$ cat src/rtl/tsfm_params.svh
`ifndef TSFM_PARAMS_SVH
`define TSFM_PARAMS_SVH
// -----------------------------------------
// timing
// -----------------------------------------
`define CLK_PERIOD_NS 20
`define NS_PER_MS 1000000
`define FLASH_SLOT_MS 500
`define SLOT_CYCLES (`FLASH_SLOT_MS * `NS_PER_MS / `CLK_PERIOD_NS)
`define RETRY_S 8'h1e
`define PTDL_OFF_S 8'h00
`define DIGIT_GAP_SLOTS 4'h2
`define REPEAT_GAP_SLOTS 4'h6
`define HIST_DEPTH 50
// -----------------------------------------
// register map (byte addresses)
// -----------------------------------------
`define REG_CTRL 8'h00
`define REG_PTDL 8'h04
`define REG_CDLY 8'h08
`define REG_STATUS 8'h0c
`define REG_HIST_SEL 8'h10
`define REG_HIST_DATA 8'h14
`define CTRL_XFER_BIT 0
`define CTRL_RETX_BIT 1
`define CTRL_PT_EN_BIT 2
`define PTDL_RST 8'h05
`define CDLY_RST 8'h0a
// -----------------------------------------
// event codes, decimal digits packed bcd
// -----------------------------------------
`define CODE_CHECKSUM 16'h0343
`define CODE_BATT_LOW 16'h0441
`define CODE_FTC_XFER 16'h1113
`define CODE_FTC_RETX 16'h1114
`define CODE_CHARGER 16'h0597
`define CODE_NET_BATT 16'h0477
`define CODE_NET_COMM 16'h1468
`define CODE_XFER_DONE 16'h0101
`define CODE_RETX_DONE 16'h0102
`define CODE_ENG_STOP 16'h0103
`endif

$ cat src/rtl/tsfm_pkg.sv
package tsfm_pkg;
  // sequencer steps
  typedef enum logic [2:0] {S_IDLE, S_TO_NEUTRAL, S_PTDL, S_TO_DEST, S_RETRY, S_COOLDOWN} seq_e;
  // flash-out steps
  typedef enum logic [2:0] {F_IDLE, F_ON, F_OFF, F_GAP, F_REP} flash_e;
  // synchronised pin group
  typedef struct packed {
    logic s1_limit;
    logic s2_limit;
    logic neutral_limit;
    logic s2_avail;
    logic batt_low;
    logic charger_fault;
    logic net_batt_low;
    logic net_comm_fail;
    logic reset_sw;
  } pin_in_s;
  // relay drives
  typedef struct packed {
    logic transfer;
    logic retransfer;
    logic prog_trans;
    logic engine_run;
  } relay_s;
  // indicators and display
  typedef struct packed {
    logic status;
    logic ptdl;
    logic s1_connected;
    logic s2_connected;
    logic s2_available;
    logic asterisk;
  } lamp_s;
  // one history record
  typedef struct packed {
    logic is_fault;
    logic [15:0] code;
  } hist_s;
endpackage

$ cat src/rtl/transfer_switch_fault_manager.sv
// Summary of operation
// - no programmed transition means zero delay
// - delay expiry energizes transition relay, stops blink
// - source 1 lamp follows source 1 limit
// - cool-down timer starts once source 1 loaded
// - cool-down expiry stops engine, source 2 lamp
// - each record keeps fault or non-fault class
// - last 50 events readable through the history registers
// - fail-to-close codes 1113 and 1114
// - codes 343, 441 and 597
// - network codes 477 and 1468
// - flash active fault until reset switch
// - digit blink groups, short and long pauses
// - acknowledged events go to 50-entry history
// - asterisk shown until reset acknowledges
// - boot checksum compared with stored value
// - boot continues despite checksum fault
// - battery comparator input raises low fault
// - retransfer moves timed, fault on overrun
// - transfer moves timed, fault on overrun
// - retry closure every 30 seconds
// - fail-to-close stays until reset switch
// - charger event follows charger input
// - half hertz heartbeat when nothing pending
//
// The AXI4-Lite register port and the address map were chosen for this implementation.
`include "tsfm_params.svh"
`timescale 1ns/1ps
`default_nettype none
module transfer_switch_fault_manager #(
  parameter int SLOT_CYCLES = `SLOT_CYCLES,
  parameter int PROG_WORDS = 256,
  parameter int AW = 8
) (
  // clock and reset
  input wire logic clk,
  input wire logic rst,
  // axi4-lite slave
  input wire logic [AW-1:0] s_axi_awaddr,
  input wire logic s_axi_awvalid,
  output logic s_axi_awready,
  input wire logic [31:0] s_axi_wdata,
  input wire logic [3:0] s_axi_wstrb,
  input wire logic s_axi_wvalid,
  output logic s_axi_wready,
  output logic [1:0] s_axi_bresp,
  output logic s_axi_bvalid,
  input wire logic s_axi_bready,
  input wire logic [AW-1:0] s_axi_araddr,
  input wire logic s_axi_arvalid,
  output logic s_axi_arready,
  output logic [31:0] s_axi_rdata,
  output logic [1:0] s_axi_rresp,
  output logic s_axi_rvalid,
  input wire logic s_axi_rready,
  // field pins, asynchronous
  input wire tsfm_pkg::pin_in_s pins,
  // program memory and configuration storage
  output logic [15:0] prog_addr,
  input wire logic [15:0] prog_data,
  input wire logic [15:0] nvm_checksum,
  input wire logic [7:0] cfg_ftc_limit,
  // outputs
  output tsfm_pkg::relay_s relays,
  output tsfm_pkg::lamp_s lamps,
  output logic [15:0] disp_code
);
  import tsfm_pkg::*;
  localparam int NEV = 10;
  // -----------------------------------------
  // pin synchronisers
  // -----------------------------------------
  localparam int NP = $bits(pin_in_s);
  logic [NP-1:0] meta; // first stage, read by second only
  logic [NP-1:0] syn;
  pin_in_s p;
  pin_in_s p_d; // previous sample for edges
  // two flops per pin
  always_ff @(posedge clk or posedge rst) begin
    if (rst) begin
      meta <= '0;
      syn <= '0;
      p_d <= '0;
    end else begin
      meta <= pins;
      syn <= meta;
      p_d <= p;
    end
  end
  assign p = pin_in_s'(syn);
  wire ack_press = p.reset_sw & ~p_d.reset_sw;
  // -----------------------------------------
  // slot and second ticks
  // -----------------------------------------
  logic [31:0] pre; // half-second prescaler
  logic half; // second-tick divider
  wire slot_tick = (pre == 32'(SLOT_CYCLES - 1));
  wire sec_tick = slot_tick & half;
  always_ff @(posedge clk or posedge rst) begin
    if (rst) begin
      pre <= '0;
      half <= 1'b0;
    end else begin
      pre <= slot_tick ? '0 : pre + 32'h1;
      half <= half ^ slot_tick;
    end
  end
  // -----------------------------------------
  // boot checksum
  // -----------------------------------------
  logic booting;
  logic [15:0] sum;
  logic [7:0] ftc_limit;
  wire last_word = (prog_addr == 16'(PROG_WORDS - 1));
  wire boot_end = booting & last_word;
  wire [15:0] sum_final = sum + prog_data;
  // sums program words; sequencer is never held back by a mismatch
  always_ff @(posedge clk or posedge rst) begin
    if (rst) begin
      booting <= 1'b1;
      prog_addr <= '0;
      sum <= '0;
      ftc_limit <= 8'h00;
    end else if (booting) begin
      sum <= sum_final;
      prog_addr <= last_word ? prog_addr : prog_addr + 16'h1;
      booting <= ~last_word;
      if (last_word) ftc_limit <= cfg_ftc_limit;
    end
  end
  // -----------------------------------------
  // register bus
  // -----------------------------------------
  logic [AW-1:0] aw_addr;
  logic aw_have, w_have;
  logic [31:0] w_data;
  logic pt_en;
  logic [7:0] ptdl_s, cdly_s;
  logic [5:0] hist_sel;
  logic cmd_xfer, cmd_retx;
  wire wr_go = aw_have & w_have & ~s_axi_bvalid;
  wire [7:0] wa = 8'(aw_addr);
  wire [7:0] ra = 8'(s_axi_araddr);
  wire wr_hit = wa == `REG_CTRL || wa == `REG_PTDL || wa == `REG_CDLY || wa == `REG_HIST_SEL;
  assign s_axi_awready = ~aw_have & ~s_axi_bvalid;
  assign s_axi_wready = ~w_have & ~s_axi_bvalid;
  assign s_axi_arready = ~s_axi_rvalid;
  // write side: address and data taken in either order
  always_ff @(posedge clk or posedge rst) begin
    if (rst) begin
      aw_have <= 1'b0;
      w_have <= 1'b0;
      aw_addr <= '0;
      w_data <= '0;
      s_axi_bvalid <= 1'b0;
      s_axi_bresp <= 2'b00;
    end else begin
      if (s_axi_awvalid & s_axi_awready) begin
        aw_have <= 1'b1;
        aw_addr <= s_axi_awaddr;
      end
      if (s_axi_wvalid & s_axi_wready) begin
        w_have <= 1'b1;
        w_data <= s_axi_wdata;
      end
      if (wr_go) begin
        aw_have <= 1'b0;
        w_have <= 1'b0;
        s_axi_bvalid <= 1'b1;
        s_axi_bresp <= wr_hit ? 2'b00 : 2'b11; // unmapped: decode error
      end else if (s_axi_bready) begin
        s_axi_bvalid <= 1'b0;
      end
    end
  end
  // register stores; only byte lane 0 carries data
  wire wr_l0 = wr_go & s_axi_wstrb[0];
  always_ff @(posedge clk or posedge rst) begin
    if (rst) begin
      pt_en <= 1'b1;
      ptdl_s <= `PTDL_RST;
      cdly_s <= `CDLY_RST;
      hist_sel <= '0;
      cmd_xfer <= 1'b0;
      cmd_retx <= 1'b0;
    end else begin
      cmd_xfer <= wr_l0 && wa == `REG_CTRL && w_data[`CTRL_XFER_BIT];
      cmd_retx <= wr_l0 && wa == `REG_CTRL && w_data[`CTRL_RETX_BIT];
      if (wr_l0 && wa == `REG_CTRL) pt_en <= w_data[`CTRL_PT_EN_BIT];
      if (wr_l0 && wa == `REG_PTDL) ptdl_s <= w_data[7:0];
      if (wr_l0 && wa == `REG_CDLY) cdly_s <= w_data[7:0];
      if (wr_l0 && wa == `REG_HIST_SEL) hist_sel <= w_data[5:0];
    end
  end
  // -----------------------------------------
  // transfer sequencer
  // -----------------------------------------
  seq_e st;
  logic dir; // 1: retransfer to source 1
  logic phase2; // retry returns to destination move
  logic [7:0] tmr; // seconds in current step
  logic ftc_x, ftc_r, done_x, done_r, eng_stop;
  wire dest_lim = dir ? p.s1_limit : p.s2_limit;
  wire [7:0] pt_len = pt_en ? ptdl_s : `PTDL_OFF_S;
  wire ftc_over = sec_tick && tmr >= ftc_limit;
  always_ff @(posedge clk or posedge rst) begin
    if (rst) begin
      st <= S_IDLE;
      dir <= 1'b0;
      phase2 <= 1'b0;
      tmr <= '0;
      relays <= '0;
      {ftc_x, ftc_r, done_x, done_r, eng_stop} <= '0;
    end else begin
      {ftc_x, ftc_r, done_x, done_r, eng_stop} <= '0;
      tmr <= sec_tick ? tmr + 8'h1 : tmr;
      case (st)
        S_IDLE: begin
          tmr <= '0;
          if (cmd_xfer | cmd_retx) begin
            dir <= cmd_retx;
            phase2 <= 1'b0;
            relays.engine_run <= relays.engine_run | cmd_xfer;
            st <= S_TO_NEUTRAL;
          end
        end
        S_TO_NEUTRAL: begin
          relays.transfer <= ~dir;
          relays.retransfer <= dir;
          if (p.neutral_limit) begin
            {relays.transfer, relays.retransfer} <= '0;
            tmr <= '0;
            st <= S_PTDL;
          end else if (ftc_over) begin
            ftc_x <= ~dir;
            ftc_r <= dir;
            {relays.transfer, relays.retransfer} <= '0;
            tmr <= '0;
            st <= S_RETRY;
          end
        end
        S_PTDL: if (tmr >= pt_len) begin
          tmr <= '0;
          phase2 <= 1'b1;
          st <= S_TO_DEST;
        end
        S_TO_DEST: begin
          relays.prog_trans <= 1'b1;
          if (dest_lim) begin
            relays.prog_trans <= 1'b0;
            tmr <= '0;
            done_x <= ~dir;
            done_r <= dir;
            st <= dir ? S_COOLDOWN : S_IDLE;
          end else if (ftc_over) begin
            ftc_x <= ~dir;
            ftc_r <= dir;
            relays.prog_trans <= 1'b0;
            tmr <= '0;
            st <= S_RETRY;
          end
        end
        S_RETRY: if (sec_tick && tmr >= `RETRY_S - 8'h1) begin
          tmr <= '0;
          st <= phase2 ? S_TO_DEST : S_TO_NEUTRAL;
        end
        S_COOLDOWN: if (tmr >= cdly_s) begin
          relays.engine_run <= 1'b0;
          eng_stop <= 1'b1;
          st <= S_IDLE;
        end
        default: st <= S_IDLE;
      endcase
    end
  end
  // -----------------------------------------
  // fault status
  // -----------------------------------------
  logic [6:0] active; // fault is present
  logic [6:0] pend; // not yet acknowledged
  logic [6:0] lvl, raise;
  logic chk_bad;
  assign chk_bad = boot_end && sum_final != nvm_checksum;
  assign lvl = {p.net_comm_fail, p.net_batt_low, p.charger_fault, 2'b00, p.batt_low, 1'b0};
  assign raise = {p.net_comm_fail & ~p_d.net_comm_fail, p.net_batt_low & ~p_d.net_batt_low,
    p.charger_fault & ~p_d.charger_fault, ftc_r, ftc_x, p.batt_low & ~p_d.batt_low, chk_bad};
  // reset switch clears what is no longer driven; a new raise wins
  always_ff @(posedge clk or posedge rst) begin
    if (rst) active <= '0;
    else begin
      active <= (active & ~{7{ack_press}}) | raise | lvl;
      active[4] <= p.charger_fault;
    end
  end
  // -----------------------------------------
  // event codes
  // -----------------------------------------
  function automatic logic [15:0] ev_code(input logic [3:0] i);
    case (i)
      4'h0: ev_code = `CODE_CHECKSUM;
      4'h1: ev_code = `CODE_BATT_LOW;
      4'h2: ev_code = `CODE_FTC_XFER;
      4'h3: ev_code = `CODE_FTC_RETX;
      4'h4: ev_code = `CODE_CHARGER;
      4'h5: ev_code = `CODE_NET_BATT;
      4'h6: ev_code = `CODE_NET_COMM;
      4'h7: ev_code = `CODE_XFER_DONE;
      4'h8: ev_code = `CODE_RETX_DONE;
      default: ev_code = `CODE_ENG_STOP;
    endcase
  endfunction
  // -----------------------------------------
  // acknowledge and history logging
  // -----------------------------------------
  logic ack_busy; // draining acknowledged faults
  logic [2:0] nf; // non-fault events awaiting a slot
  logic [NEV-1:0] req;
  logic [3:0] pick;
  logic pick_ok;
  assign req = {nf, pend & {7{ack_busy}}};
  // lowest requester wins; one record per cycle
  always_comb begin
    pick = 4'h0;
    pick_ok = 1'b0;
    for (int i = NEV - 1; i >= 0; i--) begin
      if (req[i]) begin
        pick = 4'(i);
        pick_ok = 1'b1;
      end
    end
  end
  wire [NEV-1:0] grant = pick_ok ? NEV'(1) << pick : '0;
  always_ff @(posedge clk or posedge rst) begin
    if (rst) begin
      pend <= '0;
      nf <= '0;
      ack_busy <= 1'b0;
    end else begin
      pend <= (pend & ~grant[6:0]) | raise;
      nf <= (nf & ~grant[9:7]) | {eng_stop, done_r, done_x};
      ack_busy <= ack_press | (ack_busy & |(pend & ~grant[6:0]));
    end
  end
  hist_s hist [`HIST_DEPTH];
  logic [5:0] wp;
  logic [5:0] hcnt;
  // circular store, oldest overwritten
  always_ff @(posedge clk or posedge rst) begin
    if (rst) begin
      wp <= '0;
      hcnt <= '0;
    end else if (pick_ok) begin
      wp <= (wp == 6'(`HIST_DEPTH - 1)) ? '0 : wp + 6'h1;
      hcnt <= (hcnt == 6'(`HIST_DEPTH)) ? hcnt : hcnt + 6'h1;
    end
  end
  always_ff @(posedge clk) begin
    if (pick_ok) hist[wp] <= '{is_fault: pick < 4'h7, code: ev_code(pick)};
  end
  // index 0 is the newest record
  wire [6:0] rd_raw = 7'(wp) + 7'(`HIST_DEPTH - 1) - 7'(hist_sel);
  wire [6:0] rd_ix = rd_raw >= 7'(`HIST_DEPTH) ? rd_raw - 7'(`HIST_DEPTH) : rd_raw;
  wire sel_ok = hist_sel < hcnt;
  wire hist_s rd_ent = hist[6'(rd_ix)];
  // -----------------------------------------
  // read side
  // -----------------------------------------
  wire [31:0] rd_word =
    ra == `REG_CTRL ? 32'(pt_en) << `CTRL_PT_EN_BIT :
    ra == `REG_PTDL ? 32'(ptdl_s) :
    ra == `REG_CDLY ? 32'(cdly_s) :
    ra == `REG_STATUS ? {12'h000, ~booting, 1'(st), 1'b0, 2'(st >> 1), pend, 1'b0, active} :
    ra == `REG_HIST_SEL ? 32'(hist_sel) :
    ra == `REG_HIST_DATA ? (sel_ok ? {8'h00, 2'(hcnt >> 4), hcnt[3:0], 1'b1, rd_ent} : 32'h0) : 32'h0;
  wire rd_hit = ra <= `REG_HIST_DATA && ra[1:0] == 2'b00;
  always_ff @(posedge clk or posedge rst) begin
    if (rst) begin
      s_axi_rvalid <= 1'b0;
      s_axi_rdata <= '0;
      s_axi_rresp <= 2'b00;
    end else if (s_axi_arvalid & s_axi_arready) begin
      s_axi_rvalid <= 1'b1;
      s_axi_rdata <= rd_hit ? rd_word : 32'h0;
      s_axi_rresp <= rd_hit ? 2'b00 : 2'b11;
    end else if (s_axi_rready) begin
      s_axi_rvalid <= 1'b0;
    end
  end
  // -----------------------------------------
  // fault flash-out
  // -----------------------------------------
  flash_e fst;
  logic [15:0] fsh; // digits, current one on top
  logic [2:0] fnd; // digits left
  logic [3:0] fcnt;
  logic beat; // heartbeat phase
  logic [3:0] fpick;
  // lowest pending fault is the one flashed
  always_comb begin
    fpick = 4'h0;
    for (int i = 6; i >= 0; i--) if (pend[i]) fpick = 4'(i);
  end
  wire [15:0] fcode = ev_code(fpick);
  wire [2:0] ndig = fcode[15:12] != 4'h0 ? 3'h4 : fcode[11:8] != 4'h0 ? 3'h3 : 3'h2;
  always_ff @(posedge clk or posedge rst) begin
    if (rst) begin
      fst <= F_IDLE;
      fsh <= '0;
      fnd <= '0;
      fcnt <= '0;
      beat <= 1'b0;
    end else begin
      beat <= beat ^ sec_tick;
      if (~|pend) fst <= F_IDLE;
      else if (slot_tick) begin
        case (fst)
          F_IDLE: begin
            fsh <= fcode << (4 * (3'h4 - ndig));
            fcnt <= 4'((fcode << (4 * (3'h4 - ndig))) >> 12);
            fnd <= ndig;
            fst <= F_ON;
          end
          F_ON: begin
            fcnt <= fcnt - 4'h1;
            fst <= F_OFF;
          end
          F_OFF: if (fcnt != 4'h0) fst <= F_ON;
          else if (fnd > 3'h1) begin
            fsh <= fsh << 4;
            fnd <= fnd - 3'h1;
            fcnt <= `DIGIT_GAP_SLOTS;
            fst <= F_GAP;
          end else begin
            fcnt <= `REPEAT_GAP_SLOTS;
            fst <= F_REP;
          end
          F_GAP: begin
            fcnt <= fcnt == 4'h1 ? fsh[15:12] : fcnt - 4'h1;
            if (fcnt == 4'h1) fst <= F_ON;
          end
          F_REP: begin
            fcnt <= fcnt - 4'h1;
            if (fcnt == 4'h1) fst <= F_IDLE;
          end
          default: fst <= F_IDLE;
        endcase
      end
    end
  end
  // -----------------------------------------
  // indicators and display
  // -----------------------------------------
  always_ff @(posedge clk or posedge rst) begin
    if (rst) begin
      lamps <= '0;
      disp_code <= '0;
    end else begin
      lamps.status <= |pend ? fst == F_ON : beat;
      lamps.ptdl <= st == S_PTDL && tmr < pt_len && beat;
      lamps.s1_connected <= p.s1_limit;
      lamps.s2_connected <= p.s2_limit;
      lamps.s2_available <= p.s2_avail & relays.engine_run;
      lamps.asterisk <= |pend;
      disp_code <= |pend ? fcode : 16'h0;
    end
  end
endmodule
`default_nettype wire

$ cat config.mk
export PLATFORM = sky130hd
export DESIGN_NAME = transfer_switch_fault_manager
export DESIGN_NICKNAME = d
export VERILOG_FILES = /design/src/rtl/tsfm_pkg.sv /design/src/rtl/transfer_switch_fault_manager.sv
export VERILOG_INCLUDE_DIRS = /design/src /design/src/rtl
export SDC_FILE = /design/constraint.sdc
export NUM_CORES = 2
export LEC_CHECK = 0
export ABC_AREA = 0
export BUFFER_PORTS_ARGS = -buffer_cell sky130_fd_sc_hd__buf_2
export CORE_MARGIN = 2
export CORE_UTILIZATION = 56
export CTS_BUF_LIST = sky130_fd_sc_hd__clkbuf_16
export CTS_CLUSTER_DIAMETER = 100
export DETAILED_ROUTE_END_ITERATION = 10
export GPL_TIMING_DRIVEN = 0
export PLACE_DENSITY = 0.77
export SYNTH_ARGS = -nofsm -noshare
export SYNTH_HDL_FRONTEND = slang
export SYNTH_SLANG_ARGS = --single-unit
$ cat constraint.sdc
create_clock -name clk -period 6.7 [get_ports clk]
set_clock_uncertainty 0.05 [all_clocks]
set_input_delay 0 -clock clk [delete_from_list [all_inputs] [get_ports clk]]
set_output_delay 0 -clock clk [all_outputs]
set_load 0.02 [all_outputs]
# Word level (Yosys, flattened, before mapping)
# Memory sizes are Yosys's and may differ from the RTL's.
# Index checks and enable logic that the tools add are counted.
# Widths: inputs -> output; s select.
[totals]
out_inout_bits = 83
mem_bits_rw = 850
reg_bits = 279
rom_bits = 384
memories = 3
[memory_table]
columns = ["name", "words", "word_bits", "rd", "rd_ports_with_merged_regs", "wr", "line", "text"]
rows = [
  ["hist", 50, 17, 1, 0, 1, "transfer_switch_fault_manager.sv:344", "hist_s hist [`HIST_DEPTH];"],
  ["(no name shown)", 16, 12, 1, 0, 0, "transfer_switch_fault_manager.sv:299", "case (i)"],
  ["(no name shown)", 16, 12, 1, 0, 0, "transfer_switch_fault_manager.sv:299", ""],
]
[classes]
eq_ne = 32
n_shift = 2
bitwise = 46
n_reduce_logical = 44
magnitude_cmp = 10
muxes = 117
addsub = 12
[op_table]
columns = ["op", "n"]
rows = [
  ["$mux 24", 8],
  ["$mux 4", 18],
  ["$mux 16", 4],
  ["$mux 3", 19],
  ["$mux 8", 7],
  ["$mux 1", 42],
  ["$pmux 8 s5", 1],
  ["$add 32x1->32 const B", 1],
  ["$eq 32x25->1 const B", 1],
  ["$mux 32", 1],
  ["$pmux 16 s2", 1],
  ["$shl 16x32->16", 1],
  ["$eq 8x4->1 const B", 3],
  ["$eq 8x5->1 const B", 3],
  ["$ge 8x8->1", 3],
  ["$and 7x7->7", 3],
  ["$or 7x7->7", 3],
  ["$pmux 3 s6", 1],
  ["$and 1x1->1", 17],
  ["$add 16x1->16 const B", 1],
  ["$add 16x16->16", 1],
  ["$eq 16x8->1 const B", 1],
  ["$eq 8x3->1 const B", 2],
  ["$logic_not 8->1", 2],
  ["other kinds (50)", 119],
]

# Longest topological paths before layout
[depth]
depth_word = 17
ltp_mapped = 21
depth_no_buf = 16

# Worst setup path after synthesis
# Ideal clock, no wire load.
[synth_timing]
path_kind = "register -> register"
startpoint = "reg pend[2]"
endpoint = "mem hist[0][6] in the netlist's numbering, data pin"
synth_period_minus_slack_ns = 4.592
t_arrival_ns = 4.108
path_stages_with_launch = 9
setup_ns = 0.435
required_time_ns = 6.215
path_slack_ns = 2.108
path_cell_list = "dfrtp_1 -> or2_2 -> nor2_1 -> nor2_1 -> o21ai_0 -> ha_1 -> nor2_1 -> a21oi_1 -> nor2_1"
[synth_between]
elab_chain_len = 6
[synth_rtl]
columns = ["item", "line", "text"]
rows = [
  ["start: declaration", "transfer_switch_fault_manager.sv:280", "logic [6:0] pend;"],
  ["start signal: assignment", "transfer_switch_fault_manager.sv:339", "pend <= (pend & ~grant[6:0]) | raise;"],
  ["$and 7x7->7", "transfer_switch_fault_manager.sv:320", "assign req = {nf, pend & {7{ack_busy}}};"],
  ["$mux 4 (3 in a row)", "transfer_switch_fault_manager.sv:326", "if (req[i]) begin"],
  ["$mem_v2 16x12", "--", ""],
  ["$mux 16", "transfer_switch_fault_manager.sv:358", "if (pick_ok) hist[wp] <= '{is_fault: pick < 4'h7, code: ev_code(pick)};"],
  ["end: declaration", "transfer_switch_fault_manager.sv:344", ""],
]
# No other way between the ends. The select of a mux whose other input is x is not followed.

# Worst setup path in the final report
[layout_timing]
startpoint = "reg wp[1]"
endpoint = "reg s_axi_rdata[8]"
[layout_between]
elab_chain_len = 13
word_cells_on_any_way = 14
classes_between = "3 x add/sub; 1 x order compare; 9 x mux; 1 x memory"
[layout_rtl]
columns = ["item", "line", "text"]
rows = [
  ["start: declaration", "transfer_switch_fault_manager.sv:345", "logic [5:0] wp;"],
  ["start signal: assignment", "transfer_switch_fault_manager.sv:353", "wp <= (wp == 6'(`HIST_DEPTH - 1)) ? '0 : wp + 6'h1;"],
  ["$add 6x6->7 (*)", "transfer_switch_fault_manager.sv:361", "wire [6:0] rd_raw = 7'(wp) + 7'(`HIST_DEPTH - 1) - 7'(hist_sel);"],
  ["$sub 7x6->7 (*)", "transfer_switch_fault_manager.sv:361", ""],
  ["$sub 6x6->6 or $ge 7x6->1 (tied branches)", "transfer_switch_fault_manager.sv:362", "wire [6:0] rd_ix = rd_raw >= 7'(`HIST_DEPTH) ? rd_raw - 7'(`HIST_DEPTH) : rd_raw;"],
  ["$mux 6 (*)", "transfer_switch_fault_manager.sv:362", ""],
  ["$mem_v2 50x17 (*)", "--", ""],
  ["$mux 24 (*) (2 in a row)", "transfer_switch_fault_manager.sv:374", "ra == `REG_HIST_DATA ? (sel_ok ? {8'h00, 2'(hcnt >> 4), hcnt[3:0], 1'b1, rd_ent} : 32'h0) : 32'h0;"],
  ["$mux 24 (*)", "transfer_switch_fault_manager.sv:373", "ra == `REG_HIST_SEL ? 32'(hist_sel) :"],
  ["$mux 24 (*)", "transfer_switch_fault_manager.sv:372", "ra == `REG_STATUS ? {12'h000, ~booting, 1'(st), 1'b0, 2'(st >> 1), pend, 1'b0, active} :"],
  ["$mux 24 (*)", "transfer_switch_fault_manager.sv:371", "ra == `REG_CDLY ? 32'(cdly_s) :"],
  ["$mux 24 (*)", "transfer_switch_fault_manager.sv:370", "ra == `REG_PTDL ? 32'(ptdl_s) :"],
  ["$mux 24 (*)", "transfer_switch_fault_manager.sv:369", "ra == `REG_CTRL ? 32'(pt_en) << `CTRL_PT_EN_BIT :"],
  ["$mux 24 (*)", "transfer_switch_fault_manager.sv:383", "s_axi_rdata <= rd_hit ? rd_word : 32'h0;"],
  ["end signal: assignment", "transfer_switch_fault_manager.sv:383", ""],
  ["end: declaration", "transfer_switch_fault_manager.sv:52", "output logic [31:0] s_axi_rdata,"],
]
# Every way passes the cells marked *; elsewhere a longest branch is shown, timed or not.
# A chain may end at the register's enable or synchronous reset.

==> impl_metrics.toml <==
[yosys]
ys_async_sr_fraction_pct = 28.9
seq_area_frac_synth_pct = 62.9
yosys.area.top_type_share_pct = 47.0
ys_seq_elements = 914
synth-edff-count = 650
syn_area_mm2 = 0.0415
yosysTopAreaCell = "edfxtp_1"
yosysWarnings = 0
synthTopCellsByArea = "edfxtp_1, dfrtp_1, mux2i_1"
avgSynthCellArea_um2 = 14.0
netlist_instances = 2966
yosysUniqueCellTypes = 95
synth_flop_cell = "edfxtp_1"

[detailed_routing]
wirelength_mm = 128
avgViaCountPerCell = 6.68
dr.first_iter.drc_count = 4141
first_pass_iters = 5
route.detailed.drc = 0
vias = 29300
ant_nets = 0
post_drt_wl_per_cell_um = 29.3

[global_route]
grt_pass1_wl_mm = 188
grt_antenna_before_repair = 1
grt_pass1_vias = 28800
grt_usage_pct = 33.2
grt_overflow_total = 0
grt_max_degree = 51

[setup_path]
startpoint = "wp[1]"
critPathLaunchType = "flip-flop"
crit_end = "s_axi_rdata[8]"
r2r_slack_ns = -0.15
crit_path_frequent_cell = "ha_1"
regToRegStartpoint = "wp[1]"
critPathKind = "flip-flop to flip-flop"
slowest_stage = "nor3_1"
critical_path_buf_inv_count = 6
arrival_ns = 7.34
worstPathCellList = "inv_1 -> ha_1 -> inv_1 -> ha_1 -> buf_2 -> inv_2 -> clkdlybuf4s15_2 -> clkbuf_2 -> ha_1 -> o311a_2 -> nor4_4 -> o21ai_4 -> xor2_2 -> nand2_1 -> nor3_1 -> o41ai_1 -> a311o_1"
rr_worst_depth = 17
max_stage_delay_ns = 0.84
crit_cells = 17
r2r-end = "s_axi_rdata[8]"
crit_fanout = 10
required_ns = 7.20
cp-end-kind = "flip-flop"
critPathTopFamily = "buffers and inverters"

[clock_network]
htreeDepth = 3
cts.sinks = 914
cts_made_buffers = 93
cts-root-buf = "clkbuf_16"
clock_path_buffers = 3
path_clk_slew_ns = 0.06
clock_latency_ns = 0.68
cts_tree = "yes"

[run_status]
failed_checks = "negative setup slack"
status = "complete, but fails checks"

[die]
io_pins = 191
die_w_um = 276
coreArea_mm2 = 0.0732
start_util_pct = 56.7
placementRows = 99
die_h_um = 276
die-area_mm2 = 0.0764

[final_layout]
area_growth_pct = 16.9
fill_cells = 4971
multi_input_area_mm2 = 0.0147
fin_cells = 4382
ff_latch_area_mm2 = 0.0261
drive_gt1_share_pct = 20.1
utilization_pct = 66.3
nNetsFinal = 3535

[place]
dp_hpwl_mm = 88.5
gp_congestion = 1.03
io_buffers = 151
dp_cells = 4137

[sta]
grt_setup_unrepaired = "no"
fin_crit_ns = 6.85
finalHoldViolations = 0
worst_pin_slew_ns = 1.39
fmax_mhz = 146
relSlewSlack_pct = 7.08
layout_setup_ws_ns = -0.146
whs_ns = 0.0526
slew_viol_final = 0
setup_viol = 3
finalCritPeriodShare_pct = 102

[power]
peakVddDrop_v = 0.000404
p_per_area_mw_per_mm2 = 546
p_leak_nw = 18.8

[hold_path]
hold_class = "input port to flip-flop"

[job]
cap_violations = 0
tightest hold or removal path: cells and delay by family:
family	cells	cell delay (ns)
buffers and inverters	2	0.62
muxes	1	0.13
cell type report:
| class | count | share of cell area, % |
|---|---|---|
| Clock buffer | 94 | 4.84 |
| Multi-Input combinational cell | 1825 | 30.3 |
| Clock inverter | 77 | 1.65 |
| Sequential cell | 914 | 53.8 |
| Timing Repair Buffer | 274 | 4.64 |
| Antenna cell | 1 | 0.00515 |
| Inverter | 77 | 0.603 |
| Tap cell | 959 | 2.47 |
| Buffer | 161 | 1.64 |
synth_stat cells (all sizes together) (23+ instances only):
library cell  instances
a211oi               32
a21o                 36
a21oi                87
a22oi                23
and3                 31
buf                  77
clkbuf               84
dfrtp               258
edfxtp              650
ha                   79
inv                  77
mux2                 65
mux2i               230
mux4                 96
nand2               202
nand3                44
nand4                25
nor2                189
nor2b                28
nor3                 51
nor4                 23
o21ai               112
o221ai               47
o22ai                71
xnor2                60
xor2                 37
through the flow:
step / setup TNS [ns] / instance area (µm²) / power [mW] / worst slack, ns
detailed placement: -7.42 / 44500 / 20.1 / -0.780
global placement: -126.48 / 43500 / 19.6 / -1.21
global route: 0 / 48600 / 27.0 / 0.0178
CTS: 0 / 48400 / 25.6 / 0.000463
finish: -0.299 / 48600 / 26.5 / -0.146
floorplan: 0 / 41600 / 15.0 / 2.11
registers in the layout (all words and copies together) (netlist names), 9 cells and up:
signal / count
fsh: 16
prog_addr: 16
pre: 32
p: 9
disp_code: 12
s_axi_rdata: 24
hist: 650
meta: 9
sum: 16
timing repair:
action,in CTS,in global routing
resized for setup,13,30
setup buffers,0,2
setup endpoints to repair,13,13
hold buffers,70,0
hold endpoints to repair,215,0
pin swaps,0,1
per-layer routing:
layer	routed length (µm)	vias up	track usage, %
met5	8	-	0
met4	6390	2	14.9
met3	15600	403	8.76
met2	58800	2143	52.3
met1	47500	14600	43.6
li1	-	12200	-
worst min path at each step:
| stage | end | start | slack [ns] | depth (start not counted) |
|---|---|---|---|---|
| after detailed placement | tmr[1] | rst | 0.04 | 2 |
| after CTS | s_axi_bvalid | s_axi_bready | 0.001 | 3 |
| after global routing | sum[9] | prog_data[9] | 0.06 | 5 |
| final | ftc_limit[0] | cfg_ftc_limit[0] | 0.05 | 3 |
| after global placement | meta[7] | pins[7] | 0.06 | 1 |
| after floorplan | meta[0] | pins[0] | -0.02 | 0 |
cell families (layout without fill, tap and decap cells):
family                     after synthesis  in the layout  synth area share [%]
adders and majority gates               81             81                  2.48
muxes                                  391            391                  12.5
AOI/OAI and AO/OA                      571            571                  9.62
and+or+nand+nor                        673            673                  7.79
other                                    1             13               0.00903
buffers and inverters                  238            683                  2.55
xor gates and xnor gates                97             97                  2.13
DFF                                    914            914                  62.9
placed cells by master (no fill, tap or decap), drive strengths merged, types with 31 or more instances in the layout:
master / netlist / final
o22ai: 71 / 71
inv: 77 / 99
xor2: 37 / 37
buf: 77 / 279
clkbuf: 84 / 178
o21ai: 112 / 112
nor3: 51 / 51
xnor2: 60 / 60
a21oi: 87 / 87
mux2: 65 / 65
nand2: 202 / 202
clkinv: 0 / 34
mux4: 96 / 96
mux2i: 230 / 230
ha: 79 / 79
o221ai: 47 / 47
dlygate4sd3: 0 / 70
and3: 31 / 31
nand3: 44 / 44
nor2: 189 / 189
a21o: 36 / 36
a211oi: 32 / 32
dfrtp: 258 / 258
edfxtp: 650 / 650
where the power goes:
group	leakage (nW)	internal (mW)	switching, mW
clock network	1.60	3.14	2.24
logic	8.01	4.08	9.26
registers	9.20	7.49	0.305
total	18.8	14.7	11.8
Power figures use the tool's default switching activity.
